`config.mk`:
```
export PLATFORM = sky130hd
export DESIGN_NAME = iet_core
export DESIGN_NICKNAME = d
export VERILOG_FILES = /design/src/hw/iet_pkg.sv /design/src/hw/iet_core.sv
export VERILOG_INCLUDE_DIRS = /design/src /design/src/hw
export SDC_FILE = /design/constraint.sdc
export NUM_CORES = 1
export LEC_CHECK = 0
export ABC_AREA = 1
export BUFFER_PORTS_ARGS = -buffer_cell sky130_fd_sc_hd__buf_2
export CELL_PAD_IN_SITES_DETAIL_PLACEMENT = 0
export CELL_PAD_IN_SITES_GLOBAL_PLACEMENT = 2
export CORE_MARGIN = 5
export CORE_UTILIZATION = 30
export CTS_BUF_LIST = sky130_fd_sc_hd__clkbuf_4
export CTS_CLUSTER_SIZE = 14
export DETAILED_ROUTE_END_ITERATION = 6
export PLACE_DENSITY_LB_ADDON = 0.1
export SLEW_MARGIN = 25
export SYNTH_ARGS = -nofsm -noshare
export SYNTH_HDL_FRONTEND = slang
export SYNTH_SLANG_ARGS = --single-unit
```
`constraint.sdc`:
```
create_clock -name mclk_i -period 8.1 [get_ports mclk_i]
set_input_delay 1.62 -clock mclk_i [delete_from_list [all_inputs] [get_ports mclk_i]]
set_output_delay 1.62 -clock mclk_i [all_outputs]
set_load 0.03 [all_outputs]
```
`src/hw/iet_defines.svh`:
```
`ifndef IET_DEFINES_SVH
`define IET_DEFINES_SVH
// States per cycle for each access condition.
`define IET_W_ONCHIP     5'h02
`define IET_W_INTERNAL   5'h01
`define IET_W_MOD8_BYTE  5'h03
`define IET_W_MOD8_WIDE  5'h06
`define IET_W_MOD16      5'h03
`define IET_W_E8_2_BYTE  5'h02
`define IET_W_E8_2_WIDE  5'h04
`define IET_W_E3_BASE    5'h03
`define IET_W_E8_3_WIDE  5'h06
`define IET_W_E16_2      5'h02
// Cycle counts per instruction form.
`define IET_C_ZERO       4'h0
`define IET_C_ONE        4'h1
`define IET_C_TWO        4'h2
`define IET_C_THREE      4'h3
`define IET_C_SMUL_N     4'h2
`define IET_C_SDIV_N     4'h4
// Opcode bytes and nibbles.
`define IET_HI_BCC8      4'h4
`define IET_HI_ADDB_IMM  4'h8
`define IET_HI_ADDX_IMM  4'h9
`define IET_HI_ANDB_IMM  4'he
`define IET_NIB_ADD      4'h1
`define IET_NIB_AND      4'h6
`define IET_NIB_MUL      4'h5
`define IET_NIB_BIT_REG  4'h6
`define IET_NIB_BIT_IMM  4'h7
`define IET_NIB_ZERO     4'h0
`define IET_OP_EXT       8'h01
`define IET_OP_ANDC      8'h06
`define IET_OP_ADDB_REG  8'h08
`define IET_OP_ADDW_REG  8'h09
`define IET_OP_ADDL_REG  8'h0a
`define IET_OP_ADDS      8'h0b
`define IET_OP_ADDX_REG  8'h0e
`define IET_OP_ANDB_REG  8'h16
`define IET_OP_ANDW_REG  8'h66
`define IET_OP_BAND_REG  8'h76
`define IET_OP_W_IMM     8'h79
`define IET_OP_L_IMM     8'h7a
`define IET_OP_BIT_IND   7'h3e
`define IET_OP_BIT_ABS   7'h3f
`define IET_EXT_LDC      8'h40
`define IET_EXT_SMUL     8'hc0
`define IET_EXT_SDIV     8'hd0
`define IET_EXT_LOGL     8'hf0
`endif

```
`src/hw/iet_pkg.sv`:
```
package iet_pkg;
   typedef enum logic [2:0] {
      IET_TGT_ONCHIP = 3'b000, IET_TGT_MOD8 = 3'b001, IET_TGT_MOD16 = 3'b010,
      IET_TGT_E8_2 = 3'b011, IET_TGT_E8_3 = 3'b100, IET_TGT_E16_2 = 3'b101,
      IET_TGT_E16_3 = 3'b110
   } iet_tgt_t;
   typedef enum logic [4:0] {
      IET_F_NONE = 5'b00000, IET_F_BCC8 = 5'b00001, IET_F_ADDB_IMM = 5'b00010,
      IET_F_ADDB_REG = 5'b00011, IET_F_ADDW_IMM = 5'b00100, IET_F_ADDW_REG = 5'b00101,
      IET_F_ADDL_IMM = 5'b00110, IET_F_ADDL_REG = 5'b00111, IET_F_ADDS = 5'b01000,
      IET_F_ADDX = 5'b01001, IET_F_ANDB = 5'b01010, IET_F_ANDW_IMM = 5'b01011,
      IET_F_ANDW_REG = 5'b01100, IET_F_ANDL_IMM = 5'b01101, IET_F_ANDC = 5'b01110,
      IET_F_BAND_REG = 5'b01111, IET_F_BIT_IND = 5'b10000, IET_F_BIT_ABS = 5'b10001,
      IET_F_LDC_EXT = 5'b10010, IET_F_SMUL = 5'b10011, IET_F_SDIV = 5'b10100,
      IET_F_LOGL = 5'b10101
   } iet_form_t;
   typedef enum logic [3:0] {
      IET_B_NONE = 4'b0000, IET_B_TEST = 4'b0001, IET_B_SET = 4'b0010,
      IET_B_CLEAR = 4'b0011, IET_B_INVERT = 4'b0100, IET_B_AND = 4'b0101,
      IET_B_OR = 4'b0110, IET_B_XOR = 4'b0111, IET_B_LOAD = 4'b1000,
      IET_B_STORE = 4'b1001
   } iet_bitop_t;
   typedef struct packed {
      logic       done;
      logic       unknown;
      iet_form_t  form;
      iet_bitop_t bop;
      logic       bit_reg;
      logic [3:0] bit_sel;
      logic [2:0] ptr_reg;
      logic [7:0] abs_addr;
      logic [3:0] ci, cj, ck, cl, cm, cn;
      logic [11:0] states;
   } iet_state_t;
endpackage

```
`src/hw/iet_core.sv`:
```
// How it works
// - States are sum of counts times weights.
// - Six separate cycle counts per instruction form.
// - Weights for on-chip memory and modules.
// - External three-state weights with wait states m.
// - Short branches take two fetches only.
// - Signed short branches time like others.
// - Extended map needs fourth byte nibble MSB zero.
// - Indirect bit prefixes take register from byte two.
// - Absolute bit prefixes take address from byte two.
`timescale 1ns/1ps
`default_nettype none
`include "iet_defines.svh"
module iet_core (
   // Clock and reset
   input  wire logic                 mclk_i,
   input  wire logic                 rst_i,
   // Instruction request
   input  wire logic                 valid_i,
   input  wire logic [7:0]           byte0_i,
   input  wire logic [7:0]           byte1_i,
   input  wire logic [7:0]           byte2_i,
   input  wire logic [7:0]           byte3_i,
   // Access conditions
   input  wire iet_pkg::iet_tgt_t    fetch_tgt_i,
   input  wire iet_pkg::iet_tgt_t    stack_tgt_i,
   input  wire iet_pkg::iet_tgt_t    data_tgt_i,
   input  wire logic [2:0]           wait_i,
   // Decode result
   output logic                      done_o,
   output logic                      unknown_o,
   output iet_pkg::iet_form_t        form_o,
   output iet_pkg::iet_bitop_t       bit_op_o,
   output logic                      bit_reg_o,
   output logic [3:0]                bit_sel_o,
   output logic [2:0]                ptr_reg_o,
   output logic [7:0]                abs_addr_o,
   // Timing result
   output logic [3:0]                cnt_fetch_o,
   output logic [3:0]                cnt_branch_o,
   output logic [3:0]                cnt_stack_o,
   output logic [3:0]                cnt_byte_o,
   output logic [3:0]                cnt_word_o,
   output logic [3:0]                cnt_int_o,
   output logic [11:0]               states_o
);
   import iet_pkg::*;

   iet_state_t q_ff;
   iet_state_t nxt_q;

   // Wide means a fetch, vector, stack or word cycle; only byte cycles are narrow.
   function automatic logic [4:0] weight(input iet_tgt_t t, input logic wide,
                                         input logic [2:0] m);
      logic [4:0] w;
      w = `IET_W_ONCHIP;
      case (t)
         IET_TGT_MOD8:  w = wide ? `IET_W_MOD8_WIDE : `IET_W_MOD8_BYTE;
         IET_TGT_MOD16: w = `IET_W_MOD16;
         IET_TGT_E8_2:  w = wide ? `IET_W_E8_2_WIDE : `IET_W_E8_2_BYTE;
         IET_TGT_E8_3:  w = wide ? `IET_W_E8_3_WIDE + {1'b0, m, 1'b0}
                                 : `IET_W_E3_BASE + {2'b00, m};
         IET_TGT_E16_2: w = `IET_W_E16_2;
         IET_TGT_E16_3: w = `IET_W_E3_BASE + {2'b00, m};
         default:       w = `IET_W_ONCHIP;
      endcase
      return w;
   endfunction

   logic [4:0]  w_f, w_k, w_l, w_m;
   logic [11:0] sum;
   iet_form_t   f;
   iet_bitop_t  bop;
   logic        bit_ok;

   always_comb begin
      nxt_q = q_ff;
      nxt_q.done = 1'b0;
      f = IET_F_NONE;
      bop = IET_B_NONE;
      bit_ok = 1'b0;
      w_f = weight(fetch_tgt_i, 1'b1, wait_i);
      w_k = weight(stack_tgt_i, 1'b1, wait_i);
      w_l = weight(data_tgt_i, 1'b0, wait_i);
      w_m = weight(data_tgt_i, 1'b1, wait_i);
      // Bit operations on memory: odd prefix is the set/clear/invert/store group.
      if (byte0_i[0]) begin
         case (byte2_i[3:0])
            4'h0:    bop = IET_B_SET;
            4'h1:    bop = IET_B_INVERT;
            4'h2:    bop = IET_B_CLEAR;
            4'h7:    bop = IET_B_STORE;
            default: bop = IET_B_NONE;
         endcase
      end else begin
         case (byte2_i[3:0])
            4'h3:    bop = IET_B_TEST;
            4'h4:    bop = IET_B_OR;
            4'h5:    bop = IET_B_XOR;
            4'h6:    bop = IET_B_AND;
            4'h7:    bop = IET_B_LOAD;
            default: bop = IET_B_NONE;
         endcase
      end
      // Register-numbered forms exist for test/set/clear/invert only.
      // The store shares that third-byte nibble but keeps an immediate bit number.
      if (byte2_i[7:4] == `IET_NIB_BIT_REG) begin
         bit_ok = (bop == IET_B_TEST) || (bop == IET_B_SET) ||
                  (bop == IET_B_CLEAR) || (bop == IET_B_INVERT) ||
                  ((bop == IET_B_STORE) && !byte3_i[7]);
      end else if (byte2_i[7:4] == `IET_NIB_BIT_IMM) begin
         bit_ok = (bop != IET_B_NONE) && (bop != IET_B_STORE) && !byte3_i[7];
      end
      bit_ok = bit_ok && (byte3_i[3:0] == `IET_NIB_ZERO);
      if (byte0_i[7:4] == `IET_HI_BCC8) begin
         f = IET_F_BCC8;
      end else if (byte0_i[7:4] == `IET_HI_ADDB_IMM) begin
         f = IET_F_ADDB_IMM;
      end else if (byte0_i[7:4] == `IET_HI_ADDX_IMM) begin
         f = IET_F_ADDX;
      end else if (byte0_i[7:4] == `IET_HI_ANDB_IMM) begin
         f = IET_F_ANDB;
      end else begin
         case (byte0_i)
            `IET_OP_ADDB_REG: f = IET_F_ADDB_REG;
            `IET_OP_ADDW_REG: f = IET_F_ADDW_REG;
            `IET_OP_ADDL_REG: f = byte1_i[7] ? IET_F_ADDL_REG : IET_F_NONE;
            `IET_OP_ADDS:     f = IET_F_ADDS;
            `IET_OP_ADDX_REG: f = IET_F_ADDX;
            `IET_OP_ANDB_REG: f = IET_F_ANDB;
            `IET_OP_ANDW_REG: f = IET_F_ANDW_REG;
            `IET_OP_ANDC:     f = IET_F_ANDC;
            `IET_OP_BAND_REG: f = byte1_i[7] ? IET_F_NONE : IET_F_BAND_REG;
            `IET_OP_W_IMM: begin
               if (byte1_i[7:4] == `IET_NIB_ADD) f = IET_F_ADDW_IMM;
               else if (byte1_i[7:4] == `IET_NIB_AND) f = IET_F_ANDW_IMM;
            end
            `IET_OP_L_IMM: begin
               if (byte1_i[7:4] == `IET_NIB_ADD) f = IET_F_ADDL_IMM;
               else if (byte1_i[7:4] == `IET_NIB_AND) f = IET_F_ANDL_IMM;
            end
            `IET_OP_EXT: begin
               if (!byte3_i[7]) begin
                  if (byte1_i == `IET_EXT_LDC && byte2_i[7:4] == `IET_NIB_AND)
                     f = IET_F_LDC_EXT;
                  else if (byte1_i == `IET_EXT_SMUL && byte2_i[7:4] == `IET_NIB_MUL)
                     f = IET_F_SMUL;
                  else if (byte1_i == `IET_EXT_SDIV && byte2_i[7:4] == `IET_NIB_MUL)
                     f = IET_F_SDIV;
                  else if (byte1_i == `IET_EXT_LOGL && byte2_i[7:4] == `IET_NIB_AND)
                     f = IET_F_LOGL;
               end
            end
            default: begin
               if (byte0_i[7:1] == `IET_OP_BIT_IND && byte1_i[3:0] == `IET_NIB_ZERO
                   && bit_ok)
                  f = IET_F_BIT_IND;
               else if (byte0_i[7:1] == `IET_OP_BIT_ABS && bit_ok)
                  f = IET_F_BIT_ABS;
            end
         endcase
      end
      if (valid_i) begin
         nxt_q.done = 1'b1;
         nxt_q.form = f;
         nxt_q.unknown = (f == IET_F_NONE);
         nxt_q.bop = IET_B_NONE;
         nxt_q.bit_reg = 1'b0;
         nxt_q.bit_sel = `IET_NIB_ZERO;
         nxt_q.ptr_reg = 3'h0;
         nxt_q.abs_addr = 8'h00;
         nxt_q.ci = `IET_C_ZERO;
         nxt_q.cj = `IET_C_ZERO;
         nxt_q.ck = `IET_C_ZERO;
         nxt_q.cl = `IET_C_ZERO;
         nxt_q.cm = `IET_C_ZERO;
         nxt_q.cn = `IET_C_ZERO;
         if (f == IET_F_BIT_IND || f == IET_F_BIT_ABS) begin
            nxt_q.bop = bop;
            nxt_q.bit_reg = (byte2_i[7:4] == `IET_NIB_BIT_REG) && (bop != IET_B_STORE);
            nxt_q.bit_sel = byte3_i[7:4];
            if (f == IET_F_BIT_IND) nxt_q.ptr_reg = byte1_i[6:4];
            else nxt_q.abs_addr = byte1_i;
         end
         case (f)
            IET_F_BCC8: nxt_q.ci = `IET_C_TWO;
            IET_F_ADDW_IMM, IET_F_ANDW_IMM, IET_F_LOGL: nxt_q.ci = `IET_C_TWO;
            IET_F_ADDL_IMM, IET_F_ANDL_IMM: nxt_q.ci = `IET_C_THREE;
            IET_F_BAND_REG: nxt_q.ci = `IET_C_ONE;
            IET_F_BIT_IND, IET_F_BIT_ABS: begin
               nxt_q.ci = `IET_C_TWO;
               // Read-modify-write ops touch the byte twice, tests once.
               nxt_q.cl = (bop == IET_B_SET || bop == IET_B_CLEAR || bop == IET_B_INVERT
                           || bop == IET_B_STORE) ? `IET_C_TWO : `IET_C_ONE;
            end
            IET_F_LDC_EXT: begin
               nxt_q.ci = `IET_C_TWO;
               nxt_q.cm = `IET_C_ONE;
            end
            IET_F_SMUL: begin
               nxt_q.ci = `IET_C_TWO;
               nxt_q.cn = `IET_C_SMUL_N;
            end
            IET_F_SDIV: begin
               nxt_q.ci = `IET_C_TWO;
               nxt_q.cn = `IET_C_SDIV_N;
            end
            IET_F_NONE: nxt_q.ci = `IET_C_ZERO;
            default: nxt_q.ci = `IET_C_ONE;
         endcase
      end
      // Branch-address reads share the fetch target's weight.
      sum = 12'(nxt_q.ci * w_f) + 12'(nxt_q.cj * w_f) + 12'(nxt_q.ck * w_k)
          + 12'(nxt_q.cl * w_l) + 12'(nxt_q.cm * w_m)
          + 12'(nxt_q.cn * `IET_W_INTERNAL);
      if (valid_i) nxt_q.states = sum;
   end

   always_ff @(posedge mclk_i) begin
      if (rst_i) q_ff <= '0;
      else q_ff <= nxt_q;
   end

   assign done_o       = q_ff.done;
   assign unknown_o    = q_ff.unknown;
   assign form_o       = q_ff.form;
   assign bit_op_o     = q_ff.bop;
   assign bit_reg_o    = q_ff.bit_reg;
   assign bit_sel_o    = q_ff.bit_sel;
   assign ptr_reg_o    = q_ff.ptr_reg;
   assign abs_addr_o   = q_ff.abs_addr;
   assign cnt_fetch_o  = q_ff.ci;
   assign cnt_branch_o = q_ff.cj;
   assign cnt_stack_o  = q_ff.ck;
   assign cnt_byte_o   = q_ff.cl;
   assign cnt_word_o   = q_ff.cm;
   assign cnt_int_o    = q_ff.cn;
   assign states_o     = q_ff.states;
endmodule
`default_nettype wire

```
# After elaboration in Yosys (flattened, before gate mapping)
# Cells that the tools add are included.
# totals
register_bits	63
latch_bits	0
mem_bits_rw	0
romBits	0
n_memories	0
# op_classes
addsub	7
multipliers	5
div_mod_pow	0
order_cmp	0
eq_ne	66
shift	0
muxes	36
n_bitwise	0
n_reduce_logical	31
# ops
operator	count
5-bit case mux with 5 select lines	3
5-bit case mux with 12 select lines	1
5-bit two-way mux	11
51-bit two-way mux	1
4-bit by 5-bit multiplier with 9-bit output	5
4-bit by 3-bit == test with 1-bit output, second input constant	10
8-bit by 4-bit == test with 1-bit output, second input constant	5
8-bit by 7-bit == test with 1-bit output, second input constant	5
5-bit == test, second input constant	6
8-bit == test, second input constant	3
4-bit two-way mux	6
20-bit two-way mux	1
4-bit case mux with 5 select lines	1
3-bit by 2-bit == test with 1-bit output, second input constant	6
3-bit == test, second input constant	6
4-bit by 2-bit == test with 1-bit output, second input constant	4
4-bit == test, second input constant	4
4-bit case mux with 4 select lines	1
7-bit by 6-bit == test with 1-bit output, second input constant	2
11-bit by 9-bit adder with 12-bit output	1
12-bit by 4-bit adder with 12-bit output	1
12-bit by 9-bit adder with 12-bit output	1
4-bit by 1-bit == test with 1-bit output, second input constant	3
1-bit logical AND	12
26 further kinds	46

# Depth between registers and ports, before layout
# logic_depth
ltp_word	28
ltp_mapped	44

# Least setup slack after synthesis
# OpenSTA, ideal clock, no wires.
# synth_path
path_kind	in2reg
start	input port byte0_i[0]
end	register q_ff, in the netlist states_o[10]
setup_time_ns	0.115
arrival_time_ns	8.288
required_ns	7.985
setup_slack_ns	-0.303
path_stages	37
path_buffers	1
path_cell_list	buf_4 inv_2 nand2_1 o21ai_1 inv_2 nand2_1 nand2_1 a21oi_2 nand3_1 nand3_1 nand2_1 nor4_2 nand2_1 o21ai_2 inv_2 or2_1 fa_1 fa_1 fa_1 inv_1 fa_1 fa_1 fa_1 fa_1 ha_1 nand2_1 nor2_1 a211oi_1 o21ai_0 a21oi_1 o21bai_1 a21oi_1 nor2_1 nor2_1 xnor2_1 o21ai_0 inv_1
# synth_via
elab_chain_len	26
# synth_rtl
element	line	source
start, declared	iet_core.sv:20	input wire logic [7:0] byte0_i,
4-bit two-way mux	iet_core.sv:87	if (byte0_i[0]) begin
4-bit by 1-bit == test with 1-bit output / 4-bit by 2-bit == test with 1-bit output (equally long branches)	iet_core.sv:108, iet_core.sv:193	
1-bit logical OR (2 in series)	iet_core.sv:108	bit_ok = (bop == IET_B_TEST) || (bop == IET_B_SET) ||
1-bit logical OR (2 in series)	iet_core.sv:109	(bop == IET_B_CLEAR) || (bop == IET_B_INVERT) ||
1-bit two-way mux	iet_core.sv:107	if (byte2_i[7:4] == `IET_NIB_BIT_REG) begin
1-bit logical AND	iet_core.sv:114	bit_ok = bit_ok && (byte3_i[3:0] == `IET_NIB_ZERO);
1-bit logical AND	iet_core.sv:158	else if (byte0_i[7:1] == `IET_OP_BIT_ABS && bit_ok)
5-bit two-way mux	iet_core.sv:158	
[8 not listed]	n/a	
2-bit case mux with 3 select lines	iet_core.sv:185	case (f)
51-bit two-way mux *	iet_core.sv:163	if (valid_i) begin
4-bit by 5-bit multiplier with 9-bit output	iet_core.sv:213	sum = 12'(nxt_q.ci * w_f) + 12'(nxt_q.cj * w_f) + 12'(nxt_q.ck * w_k)
9-bit by 9-bit adder with 10-bit output	iet_core.sv:213	
10-bit by 9-bit adder with 11-bit output	iet_core.sv:213	
11-bit by 9-bit adder with 12-bit output	iet_core.sv:214	+ 12'(nxt_q.cl * w_l) + 12'(nxt_q.cm * w_m)
12-bit by 9-bit adder with 12-bit output	iet_core.sv:214	
12-bit by 4-bit adder with 12-bit output *	iet_core.sv:213	
end signal, assigned	iet_core.sv:221	else q_ff <= nxt_q;
end, declared	iet_core.sv:49	iet_state_t q_ff;
# Every way passes the cells marked *; elsewhere a longest branch is shown, timed or not.
# A chain may end at the register's enable or synchronous reset.

# Worst setup path in the final report
# layout_path
start	input port byte2_i[0]
end	register q_ff, in the netlist states_o[10]
# layout_via
elab_chain_len	28
# layout_rtl
element	line	source
start, declared	iet_core.sv:22	input wire logic [7:0] byte2_i,
4-bit by 3-bit == test with 1-bit output (tied with other cells)	iet_core.sv:88, iet_core.sv:96	
4-bit case mux with 5 select lines / 4-bit case mux with 4 select lines (equally long branches)	iet_core.sv:96, iet_core.sv:88	
4-bit two-way mux *	iet_core.sv:87	
4-bit by 1-bit == test with 1-bit output / 4-bit by 2-bit == test with 1-bit output (equally long branches)	iet_core.sv:108, iet_core.sv:193	
1-bit logical OR (2 in series)	iet_core.sv:108	
1-bit logical OR (2 in series)	iet_core.sv:109	
1-bit two-way mux	iet_core.sv:107	
1-bit logical AND	iet_core.sv:114	
[10 not listed]	n/a	
2-bit case mux with 3 select lines	iet_core.sv:185	
51-bit two-way mux *	iet_core.sv:163	
4-bit by 5-bit multiplier with 9-bit output	iet_core.sv:213	
9-bit by 9-bit adder with 10-bit output	iet_core.sv:213	
10-bit by 9-bit adder with 11-bit output	iet_core.sv:213	
11-bit by 9-bit adder with 12-bit output	iet_core.sv:214	
12-bit by 9-bit adder with 12-bit output	iet_core.sv:214	
12-bit by 4-bit adder with 12-bit output *	iet_core.sv:213	
# Marked as above.

==> results.md <==
Run status:
- The run finished, with violations left.
- The checks that failed: setup timing.

Worst setup path:
- The data arrival time of the critical path is 8490 ps.
- The required time at the worst-slack endpoint is 8450 ps.
- Of all nets on the critical path, the largest fanout is 4.
- The category of the most critical setup path is input pin to register.
- STA classifies the critical path startpoint as an input pin.
- The slowest stage of the critical path is the sky130_fd_sc_hd__fa_1 cell.
- The kind of end point of the critical path is a register.
- On the worst path, the slowest cell contributes a delay of 580 ps.
- The most frequent cell on the critical path is sky130_fd_sc_hd__nand2_2.

Power:
- The highest ir drop seen on vdd is ~0.064 mV.
- Power spread over the standard cell area amounts to 84.6 nW/um2.
- Summed over all cells, the static leakage comes to 4.98 nW.

Clock tree:
- The tree built by TritonCTS fans out to 63 sinks.
- In this run, post-CTS hold repair placed 0 buffers.
- The clock-pin slew reported for the worst setup and hold paths after clock tree synthesis is 120 ps.
- Counting along the longest clock path gives a buffer depth of 2.
- The tree is rooted in a sky130_fd_sc_hd__clkbuf_4.
- In this run, CTS created clock tree buffers numbering 9.
- The H-tree level count is 3.
- For the worst-skew pair, the clock arrives at the later sink with an insertion delay of 460 ps.
- TritonCTS built the clock tree.

Place:
- The cell area after placement is between 8000 and 9000 um2.
- At the end of routability-driven placement, the weighted congestion stood at 0.844.
- Once detailed placement completed, the half-perimeter wirelength came to 19,300 um.
- Buffers placed on the I/O ports in this run total approximately 110.
- The number of cells in the design after placement is around 1,500.

Layout:
- Once layout is complete, the utilization of the core stands at 42.4%.
- The ratio of cells with drive above 1 in the final layout is 35.1%.
- The final design area excluding fillers is approximately 9600 um2.
- From synthesis to final layout, the design area changed by 38.5%.
- The net total in the final layout is 1,394.
- The final standard cell count with taps included and fillers excluded is 1,532.

Floorplanning:
- The starting density of the core is between 30% and 40%.
- The core footprint is 22,800 um2.
- The die is roughly 160 um wide.
- The site row count is 55.
- The height of the die is 162 um.
- The I/O pin count is 110.
- The floorplan step defined a die boundary enclosing 26,400 um2.

Synth:
- Yosys printed 0 warnings.
- Summing every instance area after synthesis gives 6970 um2.
- Counting flops and latches in the post-synthesis netlist gives 63.
- Dividing the synthesized area by the synthesized cell count gives 7.25 um2.
- Yosys mapped the design onto 44 distinct sky130hd cell types.
- The sequential share of the synthesized area is between 10% and 20%.
- The number of nets produced by synthesis is 1,142.
- The gate count of the mapped netlist is between 900 and 1,000.

Route:
- Across all layers, the routed design uses 6,652 vias.
- In the final routed layout, each cell accounts on average for about 15 um.
- The post-detailed-route via-to-cell ratio is 4.34.
- In the routed design, unresolved DRC markers number 0.
- Once detail routing completed, the nets flagged for antenna violations numbered 0.
- After the first detailed-routing iteration, the DRC count stood at 322.
- The count of TritonRoute iterations in the first routing pass is 5.
- The final wirelength is 23,100 um.

Flow run:
- The tool flagged a number of max-cap violations equal to 0.

STA:
- The final-report setup violation count is 1.
- At the pin with the least slew margin, the transition time is roughly 640 ps.
- Across all hold checks on the routed design, the worst slack comes to 459 ps.
- The portion of the clock cycle consumed by the worst path in the final layout is 100%.
- Summed over all failing endpoints, the final setup total negative slack is -39.9 ps.
- The worst clock skew is around 24 ps.
- Timing would allow up to about 120 MHz.
- The number of slew-limit violations in the final report is 0.
- Subtracting the final worst setup slack from the clock period gives 8140 ps.
- The normalized max-slew margin is 56.9%.
- Setup repair after global routing could not meet its margin everywhere.
- The number of hold violations in the final report came to 0.
- In the post-route analysis, the smallest setup slack over all paths is -39.9 ps.

GRT:
- Entering global routing, the biggest net connects 56 pins.
- The met3 usage is 3.42%.
- For this run the aggregate overflow at the end of global routing stands at 0.
- The global-route wire length before repair is 36,900 um.
- The global routing's busiest layer is met1.
- The via count of the first global-routing pass came to approximately 7,000.
- The initial antenna violation count is 1.
- The overall fraction of global-route tracks in use is between 10% and 20%.
- The global routing usage on met1 is between 20% and 30%.
- The met2 layer usage reported by global route is 26.2%.

Min path:
- In this run the worst hold path is classified as register to register.
-- synthesized netlist by cell type, drive strengths merged --
cell	n	area, um2
a211oi	2	15.0
a21oi	38	194
a22oi	2	15.0
and3	1	6.26
buf	6	28.8
clkbuf	14	52.6
dfxtp	63	1260
fa	84	1680
ha	50	626
inv	213	802
nand2	153	602
nand3	54	285
nand3b	4	46.3
nand4	14	93.8
nor2	181	734
nor3	19	115
nor3b	1	7.51
nor4	4	37.5
o211ai	3	22.5
o21a	1	7.51
o21ai	34	178
o21bai	1	7.51
o22ai	3	18.8
or2	5	31.3
xnor2	3	26.3
xor2	8	70.1
-- layout make-up --
type                    count  area [um2]
well taps                 313         392
clock buffers               9        67.6
fillers                  2458       13100
multi-input cells         665        5290
repair buffers            261        1720
clock inverters             7         106
inverters                 213         812
flip-flops and latches     63        1260
diodes                      1        2.50
-- worst max-delay path: cells and delay by family --
kind                       cells  cell delay, ps
adders and majority gates      8            3710
and+or+nand+nor               18            1440
AOI/OAI and AO/OA              8            1100
xor gates and xnor gates       1              70
buffers and inverters          6             530
-- cell families after synthesis --
group	synth area share (%)
AO/OA/AOI/OAI	6.57
XOR/XNOR	1.38
AND/OR/NAND/NOR	28.1
adder cells (fa/ha/maj)	33.1
buffers and inverters	12.7
flip-flops	18.1
-- placed cells by master, fill, tap and decap left out, drive strengths merged, types with 2 or more instances in the layout --
| cell | netlist | routed |
|---|---|---|
| buf | 6 | 261 |
| inv | 213 | 214 |
| nor2 | 181 | 181 |
| nand2 | 153 | 153 |
| fa | 84 | 84 |
| dfxtp | 63 | 63 |
| nand3 | 54 | 54 |
| ha | 50 | 50 |
| a21oi | 38 | 38 |
| o21ai | 34 | 34 |
| nor3 | 19 | 19 |
| nand4 | 14 | 14 |
| clkbuf | 14 | 9 |
| xor2 | 8 | 8 |
| or2 | 5 | 5 |
| clkinv | 0 | 4 |
| nor4 | 4 | 4 |
| nand3b | 4 | 4 |
| o22ai | 3 | 3 |
| xnor2 | 3 | 3 |
| o211ai | 3 | 3 |
| a22oi | 2 | 2 |
| bufinv | 0 | 2 |
| a211oi | 2 | 2 |
-- flip-flops by register name, indices dropped and copies added, names as in the netlist --
name and flops:
abs_addr_o 8, form_o 5, cnt_word_o 4, cnt_stack_o 4, bit_sel_o 4, cnt_fetch_o 4
bit_op_o 4, bit_reg_o 1, unknown_o 1, ptr_reg_o 3, cnt_int_o 4, cnt_branch_o 4
cnt_byte_o 4, done_o 1, states_o 12
-- what timing repair did --
item / in CTS / in global routing
pin swaps: 8 / 44
gates resized for setup: 19 / 119
setup buffers: 4 / 15
endpoints found under the hold margin: 0 / 0
cloned: 0 / 0
endpoints found under the setup margin: 5 / 7
-- layer usage --
layer	wire length, um	up-vias	share of wire (%)
li1	-	3447	-
met1	12000	3065	52
met2	9820	126	42
met3	1120	14	4.8
met4	199	0	0.86
met5	0	-	0
-- stage by stage --
step                total power [mW]  worst slack (ps)
floorplan                      0.427             -50.7
global placement               0.529              -638
detailed placement             0.526              -608
CTS                            0.813             -5.38
global route                   0.866              -366
finish                         0.816             -39.9
-- path summary, 6_finish.rpt --
path	start	endpoint	slack, ps	cells after the start
setup / recovery	byte2_i[0]	states_o[10]	-40	41
setup reg to reg	cnt_stack_o[1]	states_o[10]	1920	25
hold reg to reg	cnt_int_o[0]	cnt_int_o[0]	460	2
hold / removal	cnt_int_o[0]	cnt_int_o[0]	460	2
-- where the power goes --
part / leakage [nW] / switching, mW / internal, mW
logic: 4.38 / 0.132 / 0.0916
registers: 0.511 / 0.00329 / 0.316
clock network: 0.0922 / 0.144 / 0.129
(Power assumes the default switching activity.)
